**src/pkg/charge_ctl_pkg.sv**
```systemverilog
// Summary of operation
// - sleep after host line low over ten seconds while sense below threshold.
// - asleep, every count and timebase stops until woken.
// - host line rising wakes the block; idle timer starts from zero, self-discharge timebase resumes.
// - activity output driven low when sense exceeds threshold in normal state.
// - activity output released whenever sense is below threshold, any state.
// - compare magnitude of sense plus internal offset against threshold.
// - integrate sense; battery side above pack side is charge, else discharge.
// - self-discharge rate doubles per ten degrees above 25 degrees Celsius.
// - block stores measured offset itself at assembly; host may read it.
// - host line is open drain, only pulled low, never driven high.
// - 128 bytes of retained memory, top 13 reserved for status.
// - threshold is 3.84 mV over field value 1..7; zero is invalid.
// - mode and threshold config resets to 0eh, lowest threshold.
package charge_ctl_pkg;
   localparam int CLK_HZ = 25_000_000;
   localparam int SLEEP_TIME_S = 10;
   localparam longint SLEEP_CYCLES_L = longint'(SLEEP_TIME_S) * CLK_HZ;
   localparam int SENSE_W = 16; // signed sense sample, 1 lsb = 1 uV
   localparam int OFS_W = 8;
   localparam int CNT_W = 16;
   localparam int ACC_W = 32;
   localparam int MEM_DEPTH = 128;
   localparam int MEM_AW = 7;
   localparam int MEM_RSVD = 13;
   localparam logic [MEM_AW-1:0] MEM_RSVD_BASE = 7'h73;
   localparam logic [7:0] MODE_CFG_RESET = 8'h0E;
   localparam int THR_LSB = 1;
   localparam int THR_MSB = 3;
   localparam logic [SENSE_W-1:0] THR_FULL_UV = 16'h0F00; // 3840 uV
   // integration quantum per count, in uV-samples (arbitrary scaling)
   localparam logic [ACC_W-1:0] COUNT_QUANTUM = 32'h0001_0000;
   localparam int TEMP_W = 3;
   localparam logic [TEMP_W-1:0] TEMP_NOMINAL = 3'h3; // 20..30 C band
   localparam int SELF_BASE_W = 24;
   localparam logic [SELF_BASE_W-1:0] SELF_BASE_PERIOD = 24'hFF_FFFF;
   typedef enum logic [1:0] {ST_NORMAL = 2'b00, ST_SLEEP = 2'b01} op_state_e;
endpackage

```
**src/rtl/sync3.sv**
```systemverilog
`timescale 1ns/100ps
// three-stage input synchroniser; change accepted when stages 2 and 3 agree
module sync3 (
   input wire logic ref_clk_in,
   input wire logic rstn_in,
   input wire logic d_in,
   output logic q_out
);
   logic s1, s2, s3;
   always_ff @(posedge ref_clk_in or negedge rstn_in) begin
      if (!rstn_in) begin
         s1 <= 1'b0;
         s2 <= 1'b0;
         s3 <= 1'b0;
         q_out <= 1'b0;
      end else begin
         s1 <= d_in;
         s2 <= s1;
         s3 <= s2;
         if (s2 == s3) q_out <= s3;
      end
   end
endmodule

```
**src/rtl/charge_counter_state_control.sv**
```systemverilog
`timescale 1ns/100ps
module charge_counter_state_control
   import charge_ctl_pkg::*;
#(
   parameter longint SLEEP_CYCLES = SLEEP_CYCLES_L
) (
   input wire logic ref_clk_in,
   input wire logic rstn_in,
   input wire logic host_serial_line_in,
   input wire logic host_line_pull_low_req_in,
   input wire logic sense_valid_in,
   input wire logic signed [SENSE_W-1:0] sense_battery_side_in,
   input wire logic signed [SENSE_W-1:0] sense_pack_side_in,
   input wire logic [TEMP_W-1:0] temp_step_in,
   input wire logic offset_store_in,
   input wire logic signed [OFS_W-1:0] offset_measured_in,
   input wire logic cfg_write_in,
   input wire logic [7:0] cfg_data_in,
   input wire logic clear_charge_in,
   input wire logic clear_discharge_in,
   input wire logic clear_self_in,
   input wire logic mem_write_in,
   input wire logic [MEM_AW-1:0] mem_addr_in,
   input wire logic [7:0] mem_wdata_in,
   output logic host_serial_line_out,
   output logic host_serial_line_oe_n_out,
   output logic activity_out,
   output logic activity_oe_n_out,
   output logic asleep_out,
   output logic [CNT_W-1:0] charge_count_out,
   output logic [CNT_W-1:0] discharge_count_out,
   output logic [CNT_W-1:0] self_discharge_count_out,
   output logic [OFS_W-1:0] offset_cancel_reg_out,
   output logic [7:0] mode_threshold_config_out,
   output logic [7:0] mem_rdata_out
);
   localparam int TW = $clog2(SLEEP_CYCLES + 1);

   op_state_e state;
   logic line_s, line_d;
   logic [TW-1:0] idle_cnt;
   logic [7:0] mode_threshold_config;
   logic [OFS_W-1:0] offset_cancel_reg;
   logic active;
   logic signed [SENSE_W:0] eff_sense;
   logic [SENSE_W:0] eff_mag;
   logic [SENSE_W-1:0] thr;
   logic [2:0] thr_field;
   logic [ACC_W-1:0] chg_acc, dis_acc;
   logic [SELF_BASE_W+4:0] self_acc;
   logic [7:0] self_inc;
   logic [CNT_W-1:0] charge_count, discharge_count, self_discharge_count;
   logic [7:0] mem [MEM_DEPTH];
   logic running;
   logic line_rise;
   logic line_low_s;

   // host line crosses into this clock domain; the inverted level is
   // synchronised so reset leaves the copy at the line's idle-high state
   sync3 u_line_sync (
      .ref_clk_in(ref_clk_in),
      .rstn_in(rstn_in),
      .d_in(~host_serial_line_in),
      .q_out(line_low_s)
   );

   assign line_s = ~line_low_s;
   assign running = (state == ST_NORMAL);
   assign line_rise = line_s & ~line_d;
   assign thr_field = mode_threshold_config[THR_MSB:THR_LSB];

   // effective sense = difference plus stored offset, magnitude compared
   always_comb begin
      eff_sense = (SENSE_W+1)'(sense_battery_side_in)
                - (SENSE_W+1)'(sense_pack_side_in)
                + (SENSE_W+1)'(signed'(offset_cancel_reg));
      eff_mag = eff_sense[SENSE_W] ? (SENSE_W+1)'(-eff_sense)
                                   : eff_sense;
      // field zero yields no threshold: activity never flagged
      thr = (thr_field == 3'h0) ? '0
          : SENSE_W'(THR_FULL_UV / thr_field);
      active = (thr_field != 3'h0) && (eff_mag > (SENSE_W+1)'(thr));
   end

   // self-discharge increment per cycle: doubles per temperature step
   always_comb begin
      // eight bits so the hottest band, x16, does not wrap to zero
      self_inc = 8'h01 << temp_step_in; // step 3 gives 8, nominal
   end

   always_ff @(posedge ref_clk_in or negedge rstn_in) begin
      if (!rstn_in) line_d <= 1'b1; // idle high: no false rise after reset
      else line_d <= line_s;
   end

   // sleep timeout restarts on line high or activity
   always_ff @(posedge ref_clk_in or negedge rstn_in) begin
      if (!rstn_in) begin
         idle_cnt <= '0;
      end else if (line_s || active || !running) begin
         idle_cnt <= '0;
      end else if (idle_cnt <= TW'(SLEEP_CYCLES)) begin
         idle_cnt <= idle_cnt + TW'(1);
      end
   end

   // operating state: sleep on long idle, wake on line rising
   always_ff @(posedge ref_clk_in or negedge rstn_in) begin
      if (!rstn_in) begin
         state <= ST_NORMAL;
      end else begin
         unique case (state)
            ST_NORMAL: begin
               if (idle_cnt > TW'(SLEEP_CYCLES) && !active && !line_s)
                  state <= ST_SLEEP;
            end
            ST_SLEEP: begin
               if (line_rise) state <= ST_NORMAL;
            end
            default: state <= ST_NORMAL;
         endcase
      end
   end

   // configuration register, host writes it via the protocol engine
   always_ff @(posedge ref_clk_in or negedge rstn_in) begin
      if (!rstn_in) mode_threshold_config <= MODE_CFG_RESET;
      else if (cfg_write_in && running) mode_threshold_config <= cfg_data_in;
   end

   // offset stored by the block itself during assembly calibration
   always_ff @(posedge ref_clk_in or negedge rstn_in) begin
      if (!rstn_in) offset_cancel_reg <= '0;
      else if (offset_store_in && running)
         offset_cancel_reg <= offset_measured_in;
   end

   // charge/discharge integration; counters only cleared by host request
   always_ff @(posedge ref_clk_in or negedge rstn_in) begin
      if (!rstn_in) begin
         chg_acc <= '0;
         dis_acc <= '0;
         charge_count <= '0;
         discharge_count <= '0;
      end else if (running) begin
         if (clear_charge_in) begin
            chg_acc <= '0;
            charge_count <= '0;
         end else if (sense_valid_in && !eff_sense[SENSE_W]) begin
            if (chg_acc + ACC_W'(eff_mag) >= COUNT_QUANTUM) begin
               chg_acc <= chg_acc + ACC_W'(eff_mag) - COUNT_QUANTUM;
               charge_count <= charge_count + CNT_W'(1);
            end else begin
               chg_acc <= chg_acc + ACC_W'(eff_mag);
            end
         end
         if (clear_discharge_in) begin
            dis_acc <= '0;
            discharge_count <= '0;
         end else if (sense_valid_in && eff_sense[SENSE_W]) begin
            if (dis_acc + ACC_W'(eff_mag) >= COUNT_QUANTUM) begin
               dis_acc <= dis_acc + ACC_W'(eff_mag) - COUNT_QUANTUM;
               discharge_count <= discharge_count + CNT_W'(1);
            end else begin
               dis_acc <= dis_acc + ACC_W'(eff_mag);
            end
         end
      end
   end

   // self-discharge timebase, scaled by temperature
   always_ff @(posedge ref_clk_in or negedge rstn_in) begin
      if (!rstn_in) begin
         self_acc <= '0;
         self_discharge_count <= '0;
      end else if (running) begin
         if (clear_self_in) begin
            self_acc <= '0;
            self_discharge_count <= '0;
         end else if (self_acc + (SELF_BASE_W+5)'(self_inc)
                      >= (SELF_BASE_W+5)'({SELF_BASE_PERIOD, 3'h0})) begin
            self_acc <= self_acc + (SELF_BASE_W+5)'(self_inc)
                      - (SELF_BASE_W+5)'({SELF_BASE_PERIOD, 3'h0});
            self_discharge_count <= self_discharge_count + CNT_W'(1);
         end else begin
            self_acc <= self_acc + (SELF_BASE_W+5)'(self_inc);
         end
      end
   end

   // retained byte memory; top locations shadow status
   always_ff @(posedge ref_clk_in) begin
      if (mem_write_in && running && mem_addr_in < MEM_RSVD_BASE)
         mem[mem_addr_in] <= mem_wdata_in;
   end

   always_ff @(posedge ref_clk_in or negedge rstn_in) begin
      if (!rstn_in) begin
         mem_rdata_out <= '0;
      end else if (mem_addr_in >= MEM_RSVD_BASE) begin
         unique case (mem_addr_in - MEM_RSVD_BASE)
            7'h0: mem_rdata_out <= charge_count[7:0];
            7'h1: mem_rdata_out <= charge_count[15:8];
            7'h2: mem_rdata_out <= discharge_count[7:0];
            7'h3: mem_rdata_out <= discharge_count[15:8];
            7'h4: mem_rdata_out <= self_discharge_count[7:0];
            7'h5: mem_rdata_out <= self_discharge_count[15:8];
            7'h6: mem_rdata_out <= offset_cancel_reg;
            7'h7: mem_rdata_out <= mode_threshold_config;
            7'h8: mem_rdata_out <= {5'h00, temp_step_in};
            default: mem_rdata_out <= '0;
         endcase
      end else begin
         mem_rdata_out <= mem[mem_addr_in];
      end
   end

   // registered outputs; open-drain pins only ever drive low
   always_ff @(posedge ref_clk_in or negedge rstn_in) begin
      if (!rstn_in) begin
         host_serial_line_out <= 1'b0;
         host_serial_line_oe_n_out <= 1'b1;
         activity_out <= 1'b0;
         activity_oe_n_out <= 1'b1;
         asleep_out <= 1'b0;
      end else begin
         host_serial_line_out <= 1'b0;
         host_serial_line_oe_n_out <= ~(host_line_pull_low_req_in
                                        && running);
         activity_out <= 1'b0;
         // drive low only when active and normal; else high impedance
         activity_oe_n_out <= ~(active && running);
         asleep_out <= ~running;
      end
   end

   assign charge_count_out = charge_count;
   assign discharge_count_out = discharge_count;
   assign self_discharge_count_out = self_discharge_count;
   assign offset_cancel_reg_out = offset_cancel_reg;
   assign mode_threshold_config_out = mode_threshold_config;
endmodule

```
**config.mk**
```make
export PLATFORM = sky130hd
export DESIGN_NAME = charge_counter_state_control
export DESIGN_NICKNAME = d
export VERILOG_FILES = /design/src/pkg/charge_ctl_pkg.sv /design/src/rtl/sync3.sv /design/src/rtl/charge_counter_state_control.sv
export SDC_FILE = /design/constraint.sdc
export NUM_CORES = 2
export LEC_CHECK = 0
export BUFFER_PORTS_ARGS = -buffer_cell sky130_fd_sc_hd__buf_2
export CORE_MARGIN = 2
export CORE_UTILIZATION = 30
export CTS_BUF_LIST = sky130_fd_sc_hd__clkbuf_8 sky130_fd_sc_hd__clkbuf_16
export DETAILED_ROUTE_END_ITERATION = 7
export HOLD_SLACK_MARGIN = 0.1
export PLACE_DENSITY = 0.51
export SETUP_SLACK_MARGIN = 0.2
export SLEW_MARGIN = 5
export SYNTH_ARGS = -nofsm -noshare
export SYNTH_HDL_FRONTEND = slang
export SYNTH_SLANG_ARGS = --single-unit
```
**constraint.sdc**
```tcl
create_clock -name ref_clk_in -period 37.7 [get_ports ref_clk_in]
set_input_delay 1.885 -clock ref_clk_in [delete_from_list [all_inputs] [get_ports ref_clk_in]]
set_output_delay 1.885 -clock ref_clk_in [all_outputs]
set_load 0.02 [all_outputs]
```
Word-level counts from Yosys, hierarchy flattened
Memories as Yosys holds them, arrays and structs flattened.
Cells that the tools add are included.
{"block": "op_classes", "n_addsub": 14, "n_div": 1, "magnitude_cmp": 8, "n_eq_ne": 12, "shifts": 1, "n_mux": 27, "bitwise": 7, "n_reduce_logical": 32}
{"op": "32-bit 2-to-1 mux", "n": 6}
{"op": "16-bit 2-to-1 mux", "n": 9}
{"op": "8-bit one-hot mux with 9 select lines", "n": 1}
{"op": "32-bit by 17-bit adder with 32-bit output", "n": 2}
{"op": "32-bit by 17-bit greater-or-equal comparator with 1-bit output, second input constant", "n": 2}
{"op": "32-bit by 17-bit subtractor with 32-bit output, second input constant", "n": 2}
{"op": "29-bit 2-to-1 mux", "n": 2}
{"op": "28-bit 2-to-1 mux", "n": 2}
{"op": "16-bit by 1-bit adder with 16-bit output, second input constant", "n": 3}
{"op": "29-bit by 8-bit adder with 29-bit output", "n": 1}
{"op": "29-bit by 27-bit greater-or-equal comparator with 1-bit output, second input constant", "n": 1}
{"op": "29-bit by 27-bit subtractor with 29-bit output, second input constant", "n": 1}
{"op": "28-bit by 1-bit adder with 28-bit output, second input constant", "n": 1}
{"op": "7-bit by 3-bit == test with 1-bit output, second input constant", "n": 4}
{"op": "28-bit greater-than comparator, second input constant", "n": 1}
{"op": "28-bit <= comparator, second input constant", "n": 1}
{"op": "17-bit by 8-bit adder with 17-bit output", "n": 1}
{"op": "17-bit by 16-bit greater-than comparator with 1-bit output", "n": 1}
{"op": "17-bit 2-to-1 mux", "n": 1}
{"op": "17-bit negator", "n": 1}
{"op": "16-bit by 16-bit subtractor with 17-bit output", "n": 1}
{"op": "12-bit by 3-bit divider with 16-bit output, first input constant", "n": 1}
{"op": "7-bit by 2-bit == test with 1-bit output, second input constant", "n": 2}
{"op": "2-bit nonzero test", "n": 6}
{"op": "25 further kinds", "n": 49}
{"block": "totals", "reg_bits": 203, "mem_bits_rw": 1024, "in_bits": 77, "output_inout_bits": 77, "wordCells": 122, "n_memories": 1}
{"name": "mem", "depth": 128, "word_bits": 8, "rd": 1, "rd_clocked_by_memory_dff": 0, "write_ports": 1, "line": "charge_counter_state_control.sv:53", "rtl": "logic [7:0] mem [MEM_DEPTH];"}

Logic depth before layout (Yosys ltp)
{"block": "logic_depth", "word_depth": 11, "mapped_depth": 122, "ltp_nobuf": 115}

By module
From an unflattened synthesis, not the netlist that was laid out.
{"block": "unflattened", "hier_cells": 4124, "area_unflattened_um2": 58996.6}
{"mod": "charge_counter_state_control", "instances": 1, "cells_each": 4119, "area_each_um2": 58885.2, "seq_area_each_um2": 35711.8}
{"mod": "sync3", "instances": 1, "cells_each": 5, "area_each_um2": 111.4, "seq_area_each_um2": 100.1}

Worst setup path after synthesis
OpenSTA, ideal clock, no wires.
{"block": "synth_timing", "path_kind": "flip-flop to flip-flop", "startpoint": "reg mode_threshold_config[2] (netlist: mode_threshold_config_out[2])", "endpoint": "reg idle_cnt[27]", "setup_ps": 132, "t_arrival_ps": 23569, "required_ps": 37568, "path_slack_ps": 14000, "stages_incl_launch_ff": 118, "n_path_buf": 7, "period_less_slack_ps": 23700, "path_cell_list": "dfstp_2 clkbuf_1 inv_1 ha_1 a2bb2oi_1 nor2_1 ha_1 nor2_1 a221o_1 o21ai_1 ha_1 o21a_1 a211o_1 buf_4 o211a_1 ha_1 inv_1 nor2_1 [... 82 more ...] a2111oi_0 a41o_1 a31oi_1 ha_1 nor2_1 a211oi_1 o21ai_0 a221oi_1 a31oi_1 o31ai_1 nand3b_1 nor3_1 or3_1 clkbuf_1 nor3_1 and3_1 a31oi_1 nor2_1"}
{"block": "synth_between", "elab_chain_cells": 7, "word_cells_on_any_way": 10, "classes_between": "1 x div; 1 x order compare; 2 x mux; 6 x reduce/logical"}
{"item": "from (decl)", "line": "charge_counter_state_control.sv:42", "rtl": "logic [7:0] mode_threshold_config;"}
{"item": "from (signal assigned)", "line": "charge_counter_state_control.sv:128", "rtl": "else if (cfg_write_in && running) mode_threshold_config <= cfg_data_in;"}
{"item": "12-bit by 3-bit divider with 16-bit output / 3-bit zero test (equally long branches)", "line": "charge_counter_state_control.sv:81, charge_counter_state_control.sv:80"}
{"item": "16-bit 2-to-1 mux", "line": "charge_counter_state_control.sv:80", "rtl": "thr = (thr_field == 3'h0) ? '0"}
{"item": "17-bit by 16-bit greater-than comparator with 1-bit output", "line": "charge_counter_state_control.sv:82", "rtl": "active = (thr_field != 3'h0) && (eff_mag > (SENSE_W+1)'(thr));"}
{"item": "1-bit logical AND *", "line": "charge_counter_state_control.sv:82"}
{"item": "1-bit logical OR * (2 in series)", "line": "charge_counter_state_control.sv:100", "rtl": "end else if (line_s || active || !running) begin"}
{"item": "28-bit 2-to-1 mux / 2-bit nonzero test (equally long branches)"}
{"item": "to (signal assigned)", "line": "charge_counter_state_control.sv:103", "rtl": "idle_cnt <= idle_cnt + TW'(1);"}
{"item": "to (decl)", "line": "charge_counter_state_control.sv:41", "rtl": "logic [TW-1:0] idle_cnt;"}
Every way passes the cells marked *; elsewhere a longest branch is shown, timed or not.
A chain may end at the register's enable or synchronous reset.

Worst setup path in the final report
{"block": "layout_timing", "startpoint": "reg mode_threshold_config[1] (netlist: mode_threshold_config_out[1])", "endpoint": "reg idle_cnt[25]"}
Same word-level chain as after synthesis.

==> results.md <==
* Status: finished, final reports clean
* Worst EP required at 38330 ps
* Overall Power at 4.47 mW
* Stages on the worst setup path at 110
* Clk sinks at roughly 1200
* Final hold vios at 0
* Yosys warning count at 0
* Largest net degree at the start of global routing at 100
* Synth Register Bits at 1226
* CTS max path bufs at 3
* Avg Cell Area, Syn at ~14 µm²
* Final Slew Violations at 0
* Combinational fraction of design power at 0.357
* Slowest cell on crit path: a221oi_2
* Total core area at 195000 µm²
* DRT Wirelength at 159000 µm
* DR DRC count at 0
* Fin Clk Skew at 21.1 ps
* Hold_ws at roughly 350 ps
* Psw at 1.61 mW
* Initial core utilization at 0.302
* WL/cell at between 20 and 25 µm
* DR pass1 iterations at 5
* Routed vias/inst at 5.02
* Maximum vdd ir drop at 43.8 µV
* Worst setup margin at 9840 ps
* Main flop type after synthesis: edfxtp_1
* PwrDens at 66.3 nW/µm²
* Die X at ~450 µm
* Crit-path max cell delay at 710 ps
* Vias in the first global route at approximately 35000
* CTS Hold Buffers Added at 0
* Routed vias at 35400
* Buffers on Ports at roughly 150
* Row cnt at 162
* Fin crit share at 0.739
* Layout area overhead at 14.6%
* First-pass GRT wire length at 237000 µm
* Worst Reg2Reg Path Length in Cells at 110
* Mapped Area at 58800 µm²
* Crit path time final at 27860 ps
* Post-synth EDFFs at 1024
* Setup-failing EPs final at 0
* # IOs at 154
* Post-DP HPWL at 107000 µm
* Clock insertion delay at the later pin of the skew report at approximately 770 ps
* Clk pwr share at 0.294
* Pre-CTS WS at 10110 ps
* CP bufs+invs at 5
* Cell internal pwr at ~2.9 mW
* Ys async rst share at 0.165
* CTS tree: yes
* Gr usage total at 0.159
* Grt ovf at 0
* Routability-driven placement congestion ratio at about 0.82
* Static Leakage at 23.4 nW
* Relative slew margins at 0.214
* Setup bufs post-CTS at 0
* Post-synthesis sequential area ratio at 0.609
* Htree depth at 4
* Tightest Pin Transition at 1180 ps
* Total negative slack at 0 ps
* Fmax at roughly 36 MHz
* Seq pwr share at 0.349
* RSZ-0062 raised after global routing: false
* Full die area at 200000 µm²
* Post-Synthesis Cells at 4063
* CP Launch Type: flip-flop
* Crit Path Category: flip-flop to flip-flop
* Fraction of layout cells with a size suffix above 1 at 0.187
* Clock Pin Slew Worst Setup and Hold Paths at 60 ps
* Die Y at 447 µm
* Max Cap Viol at 0
* First DRT Iteration DRCs at 2588
* Hold Path Depth at 0
* Post-Route Utilization at 0.346
* ANT nets after route at 0
* Post-CTS sizing at 0
* Clock root buffer master: clkbuf_16
* TritonCTS Buffers at 134
* Switching share of power at 0.360
* CP dominant cell by count: ha_1
* CP endpoint kind: flip-flop
* Worst Path Max Fanout at 56
* Nets at roughly 4500
* Yosys cell types at 105
* Crit path arrival time at approximately 28000 ps
* Initial antenna violation count at 14
* Largest delay share family, worst path: simple AND/OR/NAND/NOR gates
* Hold Crit Class: flip-flop to flip-flop
## layout by cell type (no fill, tap or decap), drive strengths merged, types with 98 or more instances in the layout
master / synthesis / routed
edfxtp: 1024 / 1024
mux4: 342 / 342
nor2: 336 / 336
nand2: 276 / 276
buf: 50 / 200
dfrtp: 196 / 196
o21ai: 187 / 187
inv: 153 / 186
clkbuf: 136 / 142
a21oi: 137 / 137
ha: 112 / 112
xnor2: 108 / 108
conb: 1 / 107
nand3: 98 / 98
## worst reg2reg max path: cells and delay by family (launching register included)
kind | cells | cell delay [ps]
adders and majority gates | 14 | 4310
buffers and inverters | 5 | 1020
muxes | 4 | 1210
DFF | 1 | 510
AOI/OAI and AO/OA | 37 | 8360
and+or+nand+nor | 48 | 12060
xor gates and xnor gates | 2 | 250
## stage by stage
step	cell area, µm²	std cells
6_report	67300	7059
5_1_grt	67300	7058
3_5_place_dp	62900	6807
3_3_place_gp	62900	6807
4_1_cts	67300	7056
2_1_floorplan	59200	4169
## area by class of cell
cell class / instances / area [µm²]
Fill cell: 18700 / 127000
Sequential cell: 1226 / 35800
Multi-Input combinational cell: 2603 / 22100
Clock buffer: 142 / 3510
Tap cell: 2624 / 3280
Timing Repair Buffer: 200 / 1210
Clock inverter: 107 / 887
Inverter: 154 / 578
Antenna cell: 3 / 7.51
## sequential cells by signal, indices dropped and copies added, names as in the netlist, 8 cells and up
register,cells
mem,1024
chg_acc,32
dis_acc,32
self_acc,29
idle_cnt,28
charge_count_out,16
discharge_count_out,16
self_discharge_count_out,16
mem_rdata_out,8
mode_threshold_config_out,8
offset_cancel_reg_out,8
## Yosys cell counts (all sizes together), types with 37 or more instances
master | number | area share
a21oi | 137 | 0.012
buf | 50 | 0.0039
inv | 153 | 0.0098
ha | 112 | 0.024
or3 | 43 | 0.0050
o21ai | 187 | 0.016
o31ai | 37 | 0.0047
xnor2 | 108 | 0.016
nand2 | 276 | 0.018
nor2b | 46 | 0.0049
mux4 | 342 | 0.13
nor3 | 78 | 0.0070
edfxtp | 1024 | 0.52
nand2b | 51 | 0.0054
dfrtp | 196 | 0.083
clkbuf | 136 | 0.0087
nand3 | 98 | 0.0083
xor2 | 91 | 0.014
nor2 | 336 | 0.021
nand4 | 40 | 0.0043
mux2i | 62 | 0.011
## logic make-up (layout without fill, tap and decap cells)
family | count (synthesis) | after routing | share of synthesized area
flops | 1226 | 1226 | 0.609
simple gates | 1118 | 1118 | 0.0927
compound gates | 619 | 619 | 0.0692
mux | 428 | 428 | 0.146
buf+inv | 340 | 603 | 0.0224
xor+xnor | 199 | 199 | 0.0296
fa+ha+maj | 132 | 132 | 0.0305
other cells | 1 | 110 | 0.0000638
## path summary, 6_finish.rpt
kind | start | end | slack (ps)
max in group asynchronous | rstn_in | state[0]$_DFFE_PN0P_ | 34340
min reg2reg | u_line_sync.s1$_DFF_PN0_ | u_line_sync.s2$_DFF_PN0_ | 350
min in group asynchronous | rstn_in | self_acc[17]$_DFFE_PN0N_ | 1160
max | mode_threshold_config_out[1]$_DFFE_PN1P_ | idle_cnt[25]$_DFFE_PN0P_ | 9840
max reg2reg | mode_threshold_config_out[1]$_DFFE_PN1P_ | idle_cnt[25]$_DFFE_PN0P_ | 9840
min | u_line_sync.s1$_DFF_PN0_ | u_line_sync.s2$_DFF_PN0_ | 350
## power by group through the flow
stage / Combinational, mW / Clock (mW) / Sequential, mW
final: 1.59 / 1.31 / 1.56
after detailed placement: 1.59 / 0 / 1.59
after global routing: 1.77 / 1.40 / 1.57
after floorplan: 1.19 / 0 / 1.58
after CTS: 1.60 / 1.34 / 1.56
after global placement: 1.59 / 0 / 1.59
## per-layer routing
metal,wire length (µm),vias up,share of wire,GRT usage
li1,-,16200,-,-
met1,68000,18200,0.43,0.210
met2,76400,871,0.48,0.260
met3,8510,222,0.054,0.0292
met4,5540,8,0.035,0.0582
met5,37,-,0.00023,0
Power figures use the tool's default switching activity.
